File: src/inc/qer_params.svh
/*
  Constants for the quadrature encoder rescaler: register offsets,
  control field positions, reset values and widths.
  Assumes it is included by bare name by the design files and the bench.
*/
`ifndef QER_PARAMS_SVH
`define QER_PARAMS_SVH

`define QER_ADDR_W 8
`define QER_DATA_W 32
`define QER_LINES 6
`define QER_LSEL_W 3
`define QER_FACTOR_W 16
`define QER_PEND_W 20
`define QER_BACKLOG_W 16
`define QER_CTRL_W 7

`define QER_OFF_CTRL 8'h00
`define QER_OFF_MULT 8'h04
`define QER_OFF_DIV 8'h08
`define QER_OFF_LSEL 8'h0c
`define QER_OFF_LDIR 8'h10
`define QER_OFF_POS 8'h14
`define QER_OFF_TRIG 8'h18

`define QER_CTRL_COND 0
`define QER_CTRL_ORDER 1
`define QER_CTRL_DIR 2
`define QER_CTRL_AROUTE 3
`define QER_CTRL_BROUTE_LO 4
`define QER_CTRL_BROUTE_HI 5
`define QER_CTRL_EDGE 6

`define QER_CTRL_RST 7'h10
`define QER_MULT_RST 16'h0001
`define QER_DIV_RST 16'h0001
`define QER_LSEL_RST 3'h0
`define QER_LSEL_LAST 3'h5

`define QER_LINE1 0
`define QER_LINE2 1
`define QER_LINE3 2
`define QER_LINE4 3

`endif

File: src/inc/qer_pkg.sv
/*
  Types for the quadrature encoder rescaler: the encodings of its
  control fields. Assumes qer_params.svh is on the include path.
*/
package qer_pkg;

    typedef enum logic {cond_position = 1'b0, cond_motion = 1'b1} encoder_pulse_condition_e;

    typedef enum logic {
        multiply_then_divide = 1'b0,
        divide_then_multiply = 1'b1
    } scaling_sequence_select_e;

    typedef enum logic {phase_second_leads = 1'b0, phase_first_leads = 1'b1} forward_phase_order_e;

    typedef enum logic {low_to_high_only = 1'b0, both_transitions = 1'b1} count_edge_select_e;

    typedef enum logic [1:0] {
        route_gnd = 2'h0,
        route_line2 = 2'h1,
        route_line4 = 2'h2
    } phase_second_line_route_e;

endpackage

File: src/hw/pulse_rescaler.sv
/*
  Pulse rate rescaler: a multiplier stage and a divider stage, chained in
  either order. Assumes one-cycle input pulses and factors held steady by
  software; a factor of zero acts as one.
*/
`timescale 1ns/100ps
`default_nettype none
`include "qer_params.svh"
module pulse_rescaler
    import qer_pkg::*;
(
    // clock and reset
    input wire logic pclk,
    input wire logic presetn,
    // configuration
    input wire logic [`QER_FACTOR_W-1:0] multiply_factor,
    input wire logic [`QER_FACTOR_W-1:0] divide_factor,
    input wire scaling_sequence_select_e sequence_sel,
    // pulses
    input wire logic pulse_in,
    output logic pulse_out
);
    logic [`QER_PEND_W-1:0] pend_q, pend_d;
    logic [`QER_FACTOR_W-1:0] div_cnt_q, div_cnt_d;
    logic pulse_out_q;
    logic [`QER_FACTOR_W-1:0] mult_eff, div_last;
    logic mul_in, mul_out, div_in, div_out, pend_nz, div_first;
    logic [`QER_PEND_W:0] pend_sum;

    assign mult_eff = (multiply_factor == '0) ? `QER_FACTOR_W'(1) : multiply_factor;
    assign div_last = (divide_factor == '0) ? '0 : divide_factor - `QER_FACTOR_W'(1);
    assign div_first = (sequence_sel == divide_then_multiply);

    // stage order
    assign mul_in = div_first ? div_out : pulse_in;
    assign div_in = div_first ? pulse_in : mul_out;

    // multiplier: each input pulse queues mult_eff output pulses, one per clock
    assign pend_nz = (pend_q != '0);
    assign mul_out = pend_nz;
    assign pend_sum = {1'b0, pend_q} - {{`QER_PEND_W{1'b0}}, pend_nz}
        + {{(`QER_PEND_W + 1 - `QER_FACTOR_W){1'b0}}, mul_in ? mult_eff : `QER_FACTOR_W'(0)};
    // saturate rather than wrap: a wrap would silently drop a burst
    assign pend_d = pend_sum[`QER_PEND_W] ? '1 : pend_sum[`QER_PEND_W-1:0];

    // divider: one output pulse per divide_factor input pulses
    assign div_out = div_in && (div_cnt_q >= div_last);
    assign div_cnt_d = !div_in ? div_cnt_q : (div_out ? '0 : div_cnt_q + `QER_FACTOR_W'(1));

    always_ff @(posedge pclk or negedge presetn) begin
        if (!presetn) begin
            pend_q <= '0;
            div_cnt_q <= '0;
            pulse_out_q <= 1'b0;
        end else begin
            pend_q <= pend_d;
            div_cnt_q <= div_cnt_d;
            pulse_out_q <= div_first ? mul_out : div_out;
        end
    end

    assign pulse_out = pulse_out_q;

    a_div_every_nth: assert property (
        @(posedge pclk) disable iff (!presetn)
        (div_in && div_cnt_q < div_last) |-> !div_out)
        else $error("divider fired before its count was reached");

    a_mul_burst_len: assert property (
        @(posedge pclk) disable iff (!presetn)
        (mul_in && !pend_nz && mult_eff == `QER_FACTOR_W'(2)) |=> mul_out ##1 mul_out)
        else $error("multiplier burst shorter than its factor");

endmodule
`default_nettype wire

File: src/hw/quadrature_encoder_rescaler.sv
/*
  Quadrature encoder front end: line routing, two-stage synchronisers,
  edge qualification, direction decode, position and motion trigger
  generation, and rate rescaling, configured over an APB slave.
  Assumes an APB master on pclk and encoder lines that may be asynchronous.
*/
// Local design decisions: the address map and the APB register port.
`timescale 1ns/100ps
`default_nettype none
`include "qer_params.svh"
// Behaviour
// - pulse condition setting selects position or motion
// - position mode pulses each new forward increment
// - after reversal, silent until reversal point passed
// - motion mode pulses every increment, either direction
// - multiply-first order multiplies before dividing
// - divide-first order divides before multiplying
// - programmable multiply factor raises pulse rate
// - programmable divide factor lowers pulse rate
// - clockwise setting: second phase leading is forward
// - other setting: first phase leading is forward
// - first phase routed from line one or three
// - second phase from line two, four, or ground
// - rising setting counts low-to-high transitions only
// - both-edge setting counts every transition
// - line index selects one of six lines
module quadrature_encoder_rescaler
    import qer_pkg::*;
(
    // clock and reset
    input wire logic pclk,
    input wire logic presetn,
    // apb slave
    input wire logic psel,
    input wire logic penable,
    input wire logic pwrite,
    input wire logic [`QER_ADDR_W-1:0] paddr,
    input wire logic [`QER_DATA_W-1:0] pwdata,
    output logic [`QER_DATA_W-1:0] prdata,
    output logic pready,
    output logic pslverr,
    // physical io lines
    input wire logic [`QER_LINES-1:0] line_in,
    input wire logic [`QER_LINES-1:0] line_is_output,
    // trigger to the line trigger logic
    output logic encoder_trigger
);
    // registers
    logic [`QER_CTRL_W-1:0] ctrl_q;
    logic [`QER_FACTOR_W-1:0] mult_q;
    logic [`QER_FACTOR_W-1:0] div_q;
    logic [`QER_LSEL_W-1:0] lsel_q;
    logic [`QER_DATA_W-1:0] prdata_q;
    logic [`QER_DATA_W-1:0] pos_q, pos_d;
    logic [`QER_DATA_W-1:0] trig_cnt_q;
    logic [`QER_LINES-1:0] sync1_q;
    logic [`QER_LINES-1:0] sync2_q;
    logic a_q, b_q;
    logic [`QER_BACKLOG_W-1:0] backlog_q, backlog_d;
    logic raw_pulse_q, raw_pulse_d;

    // bus decode
    logic wr_en, rd_setup, addr_hit;
    logic hit_ctrl, hit_mult, hit_div, hit_lsel, hit_ldir, hit_pos, hit_trig;
    logic [`QER_DATA_W-1:0] rd_mux;
    logic lsel_ok, sel_dir;

    // configuration fields
    encoder_pulse_condition_e cond;
    scaling_sequence_select_e order;
    forward_phase_order_e fwd_order;
    count_edge_select_e edge_sel;
    phase_second_line_route_e b_route;
    logic a_route_line3;

    // decode
    logic [`QER_LINES-1:0] line_usable;
    logic ph_a, ph_b, b_used;
    logic a_rise, b_rise, a_chg, b_chg, a_ev, b_ev, both_chg;
    logic step_valid, a_leads, fwd, backlog_nz, backlog_full;
    logic rescaled;

    assign pready = 1'b1;
    assign wr_en = psel && penable && pwrite;
    assign rd_setup = psel && !penable && !pwrite;

    assign hit_ctrl = (paddr == `QER_OFF_CTRL);
    assign hit_mult = (paddr == `QER_OFF_MULT);
    assign hit_div = (paddr == `QER_OFF_DIV);
    assign hit_lsel = (paddr == `QER_OFF_LSEL);
    assign hit_ldir = (paddr == `QER_OFF_LDIR);
    assign hit_pos = (paddr == `QER_OFF_POS);
    assign hit_trig = (paddr == `QER_OFF_TRIG);
    assign addr_hit = hit_ctrl | hit_mult | hit_div | hit_lsel | hit_ldir | hit_pos | hit_trig;
    // unmapped addresses answer with an error and read as zero
    assign pslverr = psel && penable && !addr_hit;

    // out-of-range line indices are ignored so the selector stays on a real line
    assign lsel_ok = (pwdata[`QER_LSEL_W-1:0] <= `QER_LSEL_LAST);
    assign sel_dir = line_is_output[lsel_q];

    always_comb begin
        rd_mux = '0;
        if (hit_ctrl) begin
            rd_mux[`QER_CTRL_W-1:0] = ctrl_q;
        end else if (hit_mult) begin
            rd_mux[`QER_FACTOR_W-1:0] = mult_q;
        end else if (hit_div) begin
            rd_mux[`QER_FACTOR_W-1:0] = div_q;
        end else if (hit_lsel) begin
            rd_mux[`QER_LSEL_W-1:0] = lsel_q;
        end else if (hit_ldir) begin
            rd_mux[0] = sel_dir;
        end else if (hit_pos) begin
            rd_mux = pos_q;
        end else if (hit_trig) begin
            rd_mux = trig_cnt_q;
        end
    end

    // read data is captured in the setup cycle so it stands through the access
    always_ff @(posedge pclk or negedge presetn) begin
        if (!presetn) begin
            prdata_q <= '0;
        end else if (rd_setup) begin
            prdata_q <= rd_mux;
        end
    end
    assign prdata = prdata_q;

    always_ff @(posedge pclk or negedge presetn) begin
        if (!presetn) begin
            ctrl_q <= `QER_CTRL_RST;
            mult_q <= `QER_MULT_RST;
            div_q <= `QER_DIV_RST;
            lsel_q <= `QER_LSEL_RST;
        end else if (wr_en) begin
            if (hit_ctrl) begin
                ctrl_q <= pwdata[`QER_CTRL_W-1:0];
            end
            if (hit_mult) begin
                mult_q <= pwdata[`QER_FACTOR_W-1:0];
            end
            if (hit_div) begin
                div_q <= pwdata[`QER_FACTOR_W-1:0];
            end
            if (hit_lsel && lsel_ok) begin
                lsel_q <= pwdata[`QER_LSEL_W-1:0];
            end
        end
    end

    assign cond = encoder_pulse_condition_e'(ctrl_q[`QER_CTRL_COND]);
    assign order = scaling_sequence_select_e'(ctrl_q[`QER_CTRL_ORDER]);
    assign fwd_order = forward_phase_order_e'(ctrl_q[`QER_CTRL_DIR]);
    assign a_route_line3 = ctrl_q[`QER_CTRL_AROUTE];
    assign b_route = phase_second_line_route_e'(ctrl_q[`QER_CTRL_BROUTE_HI:`QER_CTRL_BROUTE_LO]);
    assign edge_sel = count_edge_select_e'(ctrl_q[`QER_CTRL_EDGE]);

    // two-flop synchroniser on every line; stage one feeds stage two only
    for (genvar i = 0; i < `QER_LINES; i++) begin : g_sync
        always_ff @(posedge pclk or negedge presetn) begin
            if (!presetn) begin
                sync1_q[i] <= 1'b0;
                sync2_q[i] <= 1'b0;
            end else begin
                sync1_q[i] <= line_in[i];
                sync2_q[i] <= sync1_q[i];
            end
        end
        // a line driven as an output reads low to the encoder
        assign line_usable[i] = sync2_q[i] && !line_is_output[i];
    end

    // phase routing; reserved route code behaves as ground
    assign ph_a = a_route_line3 ? line_usable[`QER_LINE3] : line_usable[`QER_LINE1];
    assign b_used = (b_route == route_line2) || (b_route == route_line4);
    assign ph_b = (b_route == route_line2) ? line_usable[`QER_LINE2] :
        (b_route == route_line4) ? line_usable[`QER_LINE4] : 1'b0;

    always_ff @(posedge pclk or negedge presetn) begin
        if (!presetn) begin
            a_q <= 1'b0;
            b_q <= 1'b0;
        end else begin
            a_q <= ph_a;
            b_q <= ph_b;
        end
    end

    assign a_chg = ph_a ^ a_q;
    assign b_chg = (ph_b ^ b_q) && b_used;
    assign a_rise = ph_a && !a_q;
    assign b_rise = ph_b && !b_q && b_used;
    assign a_ev = (edge_sel == both_transitions) ? a_chg : a_rise;
    assign b_ev = (edge_sel == both_transitions) ? b_chg : b_rise;
    // both phases moving together is an illegal jump and counts nothing
    assign both_chg = a_chg && b_chg;
    assign step_valid = (a_ev || b_ev) && !both_chg;

    // phase order: first phase leads when it moves to differ, or second moves to agree
    assign a_leads = a_ev ? (ph_a != ph_b) : (ph_b == ph_a);
    assign fwd = !b_used ||
        ((fwd_order == phase_first_leads) ? a_leads : !a_leads);

    // backlog counts steps still owed after a reversal
    assign backlog_nz = (backlog_q != '0);
    assign backlog_full = (backlog_q == '1);
    assign raw_pulse_d = step_valid &&
        ((cond == cond_motion) || (fwd && !backlog_nz));

    always_comb begin
        backlog_d = backlog_q;
        if (cond == cond_motion) begin
            backlog_d = '0;
        end else if (step_valid && !fwd && !backlog_full) begin
            backlog_d = backlog_q + `QER_BACKLOG_W'(1);
        end else if (step_valid && fwd && backlog_nz) begin
            backlog_d = backlog_q - `QER_BACKLOG_W'(1);
        end
    end

    assign pos_d = !step_valid ? pos_q :
        (fwd ? pos_q + `QER_DATA_W'(1) : pos_q - `QER_DATA_W'(1));

    always_ff @(posedge pclk or negedge presetn) begin
        if (!presetn) begin
            backlog_q <= '0;
            raw_pulse_q <= 1'b0;
            pos_q <= '0;
            trig_cnt_q <= '0;
        end else begin
            backlog_q <= backlog_d;
            raw_pulse_q <= raw_pulse_d;
            pos_q <= pos_d;
            trig_cnt_q <= trig_cnt_q + {{(`QER_DATA_W - 1){1'b0}}, rescaled};
        end
    end

    pulse_rescaler u_rescaler (
        .pclk(pclk),
        .presetn(presetn),
        .multiply_factor(mult_q),
        .divide_factor(div_q),
        .sequence_sel(order),
        .pulse_in(raw_pulse_q),
        .pulse_out(rescaled)
    );
    assign encoder_trigger = rescaled;

    a_pos_fwd_pulse: assert property (
        @(posedge pclk) disable iff (!presetn)
        (step_valid && fwd && !backlog_nz && cond == cond_position) |=> raw_pulse_q)
        else $error("forward step in position mode gave no pulse");

    a_pos_rev_quiet: assert property (
        @(posedge pclk) disable iff (!presetn)
        (cond == cond_position && (backlog_nz || (step_valid && !fwd))) |=> !raw_pulse_q)
        else $error("pulse emitted before reversal point was passed");

    a_backlog_grow: assert property (
        @(posedge pclk) disable iff (!presetn)
        (cond == cond_position && step_valid && !fwd && !backlog_full)
        |=> backlog_q == $past(backlog_q) + `QER_BACKLOG_W'(1))
        else $error("reverse step not recorded in backlog");

    a_motion_every: assert property (
        @(posedge pclk) disable iff (!presetn)
        (cond == cond_motion && step_valid) |=> raw_pulse_q)
        else $error("motion step gave no pulse");

    a_cw_forward: assert property (
        @(posedge pclk) disable iff (!presetn)
        (b_used && fwd_order == phase_second_leads && b_ev && !a_chg && ph_b != ph_a)
        |-> fwd)
        else $error("second phase lead not taken as forward");

    a_ccw_forward: assert property (
        @(posedge pclk) disable iff (!presetn)
        (b_used && fwd_order == phase_first_leads && a_ev && !b_chg && ph_a != ph_b)
        |-> fwd)
        else $error("first phase lead not taken as forward");

    a_rise_only: assert property (
        @(posedge pclk) disable iff (!presetn)
        (edge_sel == low_to_high_only && step_valid) |-> (a_rise || b_rise))
        else $error("step counted on a falling edge in rising mode");

    a_fall_counts: assert property (
        @(posedge pclk) disable iff (!presetn)
        (edge_sel == both_transitions && !b_used && !ph_a && a_q) |-> step_valid)
        else $error("falling edge not counted in both-edge mode");

    a_single_phase: assert property (
        @(posedge pclk) disable iff (!presetn)
        (!b_used && step_valid) |-> fwd)
        else $error("single phase step not forward");

    a_sync_latency: assert property (
        @(posedge pclk) disable iff (!presetn)
        ($rose(line_in[`QER_LINE1]) && !a_route_line3 && !line_is_output[`QER_LINE1]
            && !b_used && edge_sel == low_to_high_only && !ph_a)
        ##1 ($stable(ctrl_q) && $stable(line_is_output))
        ##1 ($stable(ctrl_q) && $stable(line_is_output)) |-> step_valid)
        else $error("synchronised edge not counted two cycles later");

endmodule
`default_nettype wire

File: config.mk
export PLATFORM = sky130hd
export DESIGN_NAME = quadrature_encoder_rescaler
export DESIGN_NICKNAME = d
export VERILOG_FILES = /design/src/inc/qer_pkg.sv /design/src/hw/pulse_rescaler.sv /design/src/hw/quadrature_encoder_rescaler.sv
export VERILOG_INCLUDE_DIRS = /design/src /design/src/inc
export SDC_FILE = /design/constraint.sdc
export NUM_CORES = 1
export LEC_CHECK = 0
export BUFFER_PORTS_ARGS = -buffer_cell sky130_fd_sc_hd__buf_2
export CAP_MARGIN = 20
export CORE_MARGIN = 3
export CORE_UTILIZATION = 45
export DETAILED_ROUTE_END_ITERATION = 8
export PLACE_DENSITY = 0.74
export RECOVER_POWER = 25
export SYNTH_ARGS = -nofsm -noshare
export SYNTH_HDL_FRONTEND = slang
export SYNTH_HIERARCHICAL = 1
export SYNTH_SLANG_ARGS = --single-unit
File: constraint.sdc
create_clock -name pclk -period 5.8 [get_ports pclk]
set_input_delay 0.87 -clock pclk [delete_from_list [all_inputs] [get_ports pclk]]
set_output_delay 0.87 -clock pclk [all_outputs]
set_load 0.01 [all_outputs]
After elaboration in Yosys (flattened, before gate mapping)
Cells that the tools add are included.
- add/subtract/negate cells: 9
- magnitude comparators: 3
- eq/ne operators: 11
- muxes and demuxes: 38
- bitwise gates (word level): 8
- reductions and logical operators: 52
- operator list (cell ; count):
    2-to-1 mux 32 bit ; 8
    2-to-1 mux 16 bit ; 11
    adder 16 x 1 -> 16 bit, second input constant ; 2
    adder 32 x 1 -> 32 bit ; 1
    adder 32 x 1 -> 32 bit, second input constant ; 1
    logical NOT 16 bit ; 2
    subtractor 16 x 1 -> 16 bit, second input constant ; 2
    subtractor 32 x 1 -> 32 bit, second input constant ; 1
    2-to-1 mux 31 bit ; 1
    2-to-1 mux 29 bit ; 1
    2-to-1 mux 25 bit ; 1
    equality test 8 x 5 -> 1 bit, second input constant ; 3
    logical AND 1 bit ; 23
    adder 21 x 16 -> 21 bit ; 1
    subtractor 20 x 1 -> 21 bit ; 1
    2-to-1 mux 20 bit ; 1
    nonzero test 20 bit ; 1
    equality test 16 bit, second input constant ; 1
    equality test 8 x 4 -> 1 bit, second input constant ; 2
    greater-or-equal comparator 16 bit ; 1
    nonzero test 16 bit ; 1
    logical NOT 1 bit ; 15
    2-to-1 mux 1 bit ; 12
    equality test 8 x 3 -> 1 bit, second input constant ; 1
    15 further kinds ; 27
- register bits after elaboration: 202
- input bits: 57
- output and inout port bits: 35
- word-level logic and storage cells: 143

Depth between registers and ports, before layout
Gate-level depths: netlist (run 1).
- depth in word-level cells: 14
- mapped depth: 29
- gate-level depth less buffers: 25

Hierarchy
Netlist (run 1), hierarchy kept.
- by module, submodules not included (module ; times used ; cells each ; area each (um2) ; seq. area each (um2)):
    quadrature_encoder_rescaler ; 1 ; 907 ; 9167.5 ; 4132.7
    pulse_rescaler ; 1 ; 453 ; 3659.8 ; 925.9

Worst setup path before layout (run 1)
Ideal clock, no wire load.
- path type: reg-to-reg
- start: register div_q[9]
- end: register u_rescaler.pend_q[16]
- library setup time: 119 ps
- arrival: 5681 ps
- data required time: 5681 ps
- setup slack: 1 ps
- stages on the path, launching flop included: 29
- buffers on the path: 3
- period minus slack after synthesis: 5799 ps
- cell sequence: dfrtp_1 > or4_1 > nor4_1 > nand2b_1 > nor2_1 > nand2_1 > clkbuf_1 > nand2_1 > ha_1 > nand2_1 > nor3_1 > a21oi_1 > o21ai_0 > a211oi_2 > a21boi_1 > clkbuf_1 > nand2_1 > ha_1 > inv_1 > ha_1 > fa_1 > a21oi_2 > o22ai_2 > a311o_1 > a41oi_2 > o41ai_2 > xnor2_1 > buf_4 > a21bo_1
- longest elaborated chain between the ends: 8
- elaborated cells between the ends (all ways): 9
- classes of those cells: 2 x add/sub; 1 x order compare; 4 x mux; 2 x reduce/logical
- RTL lines (item ; RTL line ; RTL):
    start: declaration ; quadrature_encoder_rescaler.sv:51 ; logic [`QER_FACTOR_W-1:0] div_q;
    start signal: assignment ; quadrature_encoder_rescaler.sv:135 ; div_q <= `QER_DIV_RST;
    start signal: assignment ; quadrature_encoder_rescaler.sv:145 ; div_q <= pwdata[`QER_FACTOR_W-1:0];
    subtractor 16 x 1 -> 16 bit or logical NOT 16 bit (tied branches) ; pulse_rescaler.sv:31 ; assign div_last = (divide_factor == '0) ? '0 : divide_factor - `QER_FACTOR_W'(1);
    2-to-1 mux 16 bit (*) ; pulse_rescaler.sv:31 ;
    greater-or-equal comparator 16 bit (*) ; pulse_rescaler.sv:47 ; assign div_out = div_in && (div_cnt_q >= div_last);
    logical AND 1 bit (*) ; pulse_rescaler.sv:47 ;
    2-to-1 mux 1 bit (*) ; pulse_rescaler.sv:35 ; assign mul_in = div_first ? div_out : pulse_in;
    2-to-1 mux 16 bit (*) ; pulse_rescaler.sv:42 ; + {{(`QER_PEND_W + 1 - `QER_FACTOR_W){1'b0}}, mul_in ? mult_eff : `QER_FACTOR_W'(0)};
    adder 21 x 16 -> 21 bit (*) ; pulse_rescaler.sv:41 ; assign pend_sum = {1'b0, pend_q} - {{`QER_PEND_W{1'b0}}, pend_nz}
    2-to-1 mux 20 bit (*) ; pulse_rescaler.sv:44 ; assign pend_d = pend_sum[`QER_PEND_W] ? '1 : pend_sum[`QER_PEND_W-1:0];
    named net u_rescaler.pend_d[16] ; pulse_rescaler.sv:23 ; logic [`QER_PEND_W-1:0] pend_q, pend_d;
    end signal: assignment ; pulse_rescaler.sv:56 ; pend_q <= pend_d;
    end: declaration ; pulse_rescaler.sv:23 ;
The timed path passes the listed nets; every way through them passes the cells marked *.
A chain may end at the register's enable or synchronous reset.

Worst setup path in the final report (run 1)
- start: register div_q[4]
- end: register u_rescaler.pend_q[0]
Same word-level chain as after synthesis.

==> flow_summary.toml, run 1 <==
[outcome]
status = "complete, but fails checks"
violations = "capacitance limit, slew limit"

[sta]
finClkSkew_ps = 30.0
timing.final.ws_setup_ps = 299
fmax_mhz = 182
hold_viol = 0
setup_viol = 0
slew_viol_final = 73
period_minus_slack_ps = 5500
tightest_slew_ps = 3870
holdWs_ps = 347
period_share_pct = 94.8
maxSlewHeadroom_pct = -158

[route]
drt_pass1_iterations = 5
wl_per_cell_um = 16.5
final_antenna_net_count = 0
drt_iter0_markers = 711
wl_um = 30400
drc = 0
dr_wl_met2_um = 14300
highest_layer = "met4"
via_count = 10300
route.met3.wl_um = 1600
vias_per_cell = 5.60
wl_met1_um = 13700

[power]
power_density_nw_per_um2 = 407
ir_drop_uv = 411
leakagePower_nw = 7.01

[synthesis]
synth_seq_cells = 202
synth_seq_area_share_pct = 39.4
synth_warnings = 6
netlist_area_um2 = 12800
mappedNetlistNets = 1529
syn_avg_cell_area_um2 = 9.43
synthCells = 1360
synth-edff-count = 0
async_reset_ff_share_pct = 100
synth_flop_cell = "dfrtp_1"
yosysUniqueCellTypes = 83

[floorplanning]
die_area_um2 = 30600
core_um2 = 27900
die_x_um = 175
placementRows = 61
ios = 92
fp.dieH_um = 175
start_util_pct = 45.9

[place]
dp_slack_ps = 89.4
port_buffers = 72
dp_hpwl_um = 22300
gp_congestion = 0.860

[clock_tree]
cts_buffers = 24
clk_pin_slew_ps = 60
clk_latency_ps = 540
clkSinkCount = 202
cts_root_buf = "clkbuf_16"
clock_path_buffers = 3
cts_max_level = 1
cts_tree = "built"

[critical_path]
slowest_delay_ps = 440
reg2reg_depth = 26
cp-end-kind = "flip-flop"
worstSetupPathType = "flip-flop to flip-flop"
cp.required_ps = 6230
crit_arrival_ps = 5930
crit_slowest_cell = "dfrtp_1"
worstPathMaxFanout = 12
worst_setup_path_start_kind = "flip-flop"

[worst_hold_path]
hold_depth = 0
hold_class = "flip-flop to flip-flop"

[final_layout]
antenna_cells = 0
syn2layout_area_growth_pct = 13.7
layout.nets = 1617
fin_util_pct = 52.2
fillCellCount = 2571
drive_gt1_share_pct = 15.4

[grt]
grt_max_degree = 73
grt_usage_pct = 19.7
grt_overflow_total = 0
grt_pass1_vias = 10100
antenna_found_initial = 0
grt_pass1_wl_um = 50200

[job]
maxCapViolations = 2
## synthesized netlist by cell type (19+ instances only)
library cell	count	area share (%)
xnor2_1	57	3.9
nor2_1	104	3.0
nand4_1	23	1.1
nand3_1	25	0.98
dfrtp_1	199	39
a21o_1	27	1.6
ha_1	109	11
a21oi_1	57	2.2
inv_1	76	2.2
xor2_1	54	3.7
nor3_1	19	0.74
clkbuf_1	32	0.94
mux2_2	43	3.8
a31oi_1	31	1.5
o21ai_0	78	3.0
a22oi_1	37	2.2
mux2i_1	19	1.5
nand2_1	163	4.8
## report_power, final
group	switching, mW	total [mW]	leakage, nW	internal [mW]
combinational	1.38	2.54	3.99	1.16
sequential	0.236	1.90	2.62	1.66
clock	0.630	1.50	0.401	0.866
## area by class of cell
class	instances	area, um2	area share [%]
multi-input cells	1037	7350	50.4
flip-flops and latches	202	5060	34.7
clock buffers	29	659	4.52
repair buffers	107	621	4.25
well taps	378	473	3.24
inverters	76	285	1.96
clock inverters	15	141	0.969
## layer usage
metal / global-route usage [%] / vias to the layer above
met3: 2.37 / 43
met1: 27.2 / 4949
li1: - / 5051
met5: 0 / -
met4: 5.75 / 0
met2: 32.7 / 276
## worst paths after layout
path / startpoint / endpoint / slack [ps]
hold reg to reg: sync1_q[3] / sync2_q[3] / 350
min in group asynchronous: presetn / prdata[27] / 1710
setup / recovery: div_q[4] / u_rescaler/pend_q[0] / 300
setup reg to reg: div_q[4] / u_rescaler/pend_q[0] / 300
max in group asynchronous: presetn / sync2_q[0] / 1090
hold / removal: sync1_q[3] / sync2_q[3] / 350
## layout by cell type, fill, tap and decap left out, drive strengths merged, types with 4 or more instances in the layout
cell    synthesis  final
and3           15     15
and4            5      5
clkbuf         33     30
xnor2          57     57
mux2           43     43
a211oi          8      8
nand4          23     23
a22o            6      6
nand3b         10     10
a21boi          5      5
o21ai          79     79
nor4           17     17
nor4b           4      4
inv            76     77
nand3          25     25
nand2b         10     10
a221oi          8      8
a311o           4      4
a31oi          31     31
nor2b          11     11
o22ai           4      4
xor2           54     54
o31ai           5      5
a22oi          37     37
o21bai          4      4
or3             4      4
ha            109    109
clkinv          0     12
a21o           27     27
o211ai          5      5
and2            9      9
nand2         163    163
nor3           20     20
nor3b           8      8
o21a            5      5
mux2i          20     20
nor2          104    104
a21oi          59     59
dfrtp         199    199
buf            12    106
## repair_timing
| action | CTS | global route |
|---|---|---|
| endpoints found under the hold margin | 0 | 0 |
| gates resized for setup | 0 | 11 |
| buffers inserted | 0 | 4 |
| setup endpoints to repair | 0 | 20 |
| hold buffers | 0 | 0 |
## sequential cells by signal, summed over array words and instances (netlist names)
name	flops
sync2_q	4
u_rescaler/div_cnt_q	16
sync1_q	4
div_q	16
b_q	1
u_rescaler/pulse_out	1
lsel_q	3
backlog_q	16
ctrl_q	7
a_q	1
trig_cnt_q	32
prdata	32
u_rescaler/pend_q	20
raw_pulse_q	1
pos_q	32
mult_q	16
## critical path: cells and delay by family (launching register included)
family,cells,cell delay [ps]
XOR/XNOR,2,480
buffers and inverters,4,640
adder cells (fa/ha/maj),3,680
AO/OA/AOI/OAI,11,2010
AND/OR/NAND/NOR,6,1150
flip-flops,1,440
## stage by stage
step                cell area, um2  instances  setup TNS, ps  total power, mW
finish                       14600       1844              0             5.94
detailed placement           13700       1795              0             4.35
global route                 14600       1844          -52.5             6.42
floorplan                    12800       1360              0             3.77
CTS                          14500       1839              0             5.88
global placement             13700       1795              0             4.26
## cell families after synthesis
kind of cell | count (synthesis) | synth area share (%)
muxes | 64 | 5.54
xor gates and xnor gates | 112 | 7.77
AOI/OAI and AO/OA | 312 | 16.1
adders and majority gates | 112 | 11.1
DFF | 202 | 39.4
and+or+nand+nor | 436 | 16.2
buffers and inverters | 121 | 3.86
other | 1 | 0.0292
No activity file was read; power rests on OpenSTA's default activity.
==> run 2: changes to the inputs <==
--- a/config.mk
+++ b/config.mk
@@ -11,6 +11,7 @@
 export CORE_MARGIN = 3
 export CORE_UTILIZATION = 45
 export DETAILED_ROUTE_END_ITERATION = 8
+export GPL_TIMING_DRIVEN = 0
 export PLACE_DENSITY = 0.74
 export RECOVER_POWER = 25
 export SYNTH_ARGS = -nofsm -noshare
==> flow_summary.toml, run 2 (synthesis results as in run 1) <==
[route]
drc = 0
drt_iter0_markers = 793
highest_layer = "met4"
vias_per_cell = 5.72
route.met3.wl_um = 1370
final_antenna_net_count = 0
wl_um = 33000
wl_per_cell_um = 17.5
dr_wl_met2_um = 15200
wl_met1_um = 15300
drt_pass1_iterations = 5
via_count = 10700

[floorplanning]
fp.dieH_um = 175
die_x_um = 175
start_util_pct = 45.9
die_area_um2 = 30600
core_um2 = 27900
placementRows = 61
ios = 92

[place]
gp_congestion = 0.910
port_buffers = 72
dp_slack_ps = -1030
dp_hpwl_um = 23800
placed_area_um2 = 13700

[clock_tree]
cts_root_buf = "clkbuf_16"
cts_tree = "built"
clock_path_buffers = 3
cts_max_level = 1
cts_buffers = 24
clk_latency_ps = 530
clk_pin_slew_ps = 60
holdBufCountCts = 0
clkSinkCount = 202

[final_layout]
final_cell_mix = "dfrtp_1 (197), nand2_1 (155), nor2_1 (103)"
antenna_cells = 0
drive_gt1_share_pct = 16.5
syn2layout_area_growth_pct = 17.0
mostFrequentLayoutCell = "dfrtp_1"
regArea_um2 = 5060
fillCellCount = 2517
multi_input_area_um2 = 7500
stdcell_area_um2 = 15000
layout.nets = 1657

[sta]
period_share_pct = 99.6
tightest_slew_ps = 3540
setup_viol = 0
maxSlewHeadroom_pct = -136
holdWs_ps = 348
fmax_mhz = 173
hold_viol = 0
rsz0062_at_grt = "yes"
finClkSkew_ps = 17.2
timing.final.ws_setup_ps = 22.0
tns_ps = 0
period_minus_slack_ps = 5780
slew_viol_final = 138

[critical_path]
worst_setup_path_start_kind = "flip-flop"
cp.required_ps = 6210
slowest_delay_ps = 550
cp-end-kind = "flip-flop"
worstPathMaxFanout = 8
crit_arrival_ps = 6190
worstSetupPathType = "flip-flop to flip-flop"
crit_slowest_cell = "or4_4"
cp_common_cell = "ha_4"

[worst_hold_path]
hold_class = "flip-flop to flip-flop"

[grt]
antenna_found_initial = 0
grt_pass1_vias = 10300
grt_usage_pct = 20.8
grt_pass1_wl_um = 52700
grt_max_degree = 74
grt_overflow_total = 0

[power]
leakagePower_nw = 7.11
ir_drop_uv = 600
power_mw = 6.15
power_density_nw_per_um2 = 410

[job]
maxCapViolations = 2

[outcome]
status = "complete, but fails checks"
violations = "capacitance limit, slew limit"
[run 2: path summary, 6_finish.rpt]
path / startpoint / end / slack [ps] / depth (start not counted)
worst min-delay path: sync1_q[3] / sync2_q[3] / 350 / 0
max in group asynchronous: presetn / trig_cnt_q[21] / 980 / 2
worst max register to register: div_q[7] / u_rescaler/pend_q[16] / 20 / 29
worst min register to register: sync1_q[3] / sync2_q[3] / 350 / 0
worst max-delay path: div_q[7] / u_rescaler/pend_q[16] / 20 / 29
min in group asynchronous: presetn / div_q[10] / 1570 / 1
[run 2: metrics by stage]
step | util, % | instances
2_1_floorplan | - | 1360
3_5_place_dp | 49.1 | 1812
5_1_grt | 53.7 | 1879
3_3_place_gp | 48.9 | 1810
6_report | 53.7 | 1879
4_1_cts | 52.7 | 1867
[run 2: report_power, final]
group / switching (mW) / total, mW / internal (mW) / leakage (nW)
clock network: 0.600 / 1.54 / 0.942 / 0.389
logic: 1.48 / 2.70 / 1.22 / 4.11
registers: 0.237 / 1.90 / 1.66 / 2.62
total: 2.32 / 6.15 / 3.83 / 7.11
[run 2: worst max-delay path, delay by kind of cell (launching register included)]
family | cells | cell delay (ps)
xor+xnor | 1 | 200
fa+ha+maj | 4 | 910
simple gates | 9 | 1530
flops | 1 | 400
buf+inv | 5 | 710
compound gates | 10 | 1940
[run 2: per-layer routing]
layer  vias to the layer above  global-route usage [%]
met5                         -                       0
met4                         0                    6.98
met3                        70                    2.54
met2                       303                    33.8
met1                      5245                    29.0
li1                       5125                       -
[run 2: final cells by class]
class / count / share of cell area [%]
clock inverters: 7 / 0.867
clock buffers: 32 / 4.47
multi-input cells: 1037 / 50.0
plain buffers: 45 / 1.59
repair buffers: 102 / 4.29
inverters: 76 / 1.90
flip-flops and latches: 202 / 33.7
well taps: 378 / 3.15
[run 2: what timing repair did]
| item | in CTS | in global routing |
|---|---|---|
| cloned | 0 | 1 |
| pin swaps | 11 | 22 |
| setup endpoints to repair | 20 | 20 |
| resized for setup | 19 | 36 |
| buffers inserted | 16 | 10 |
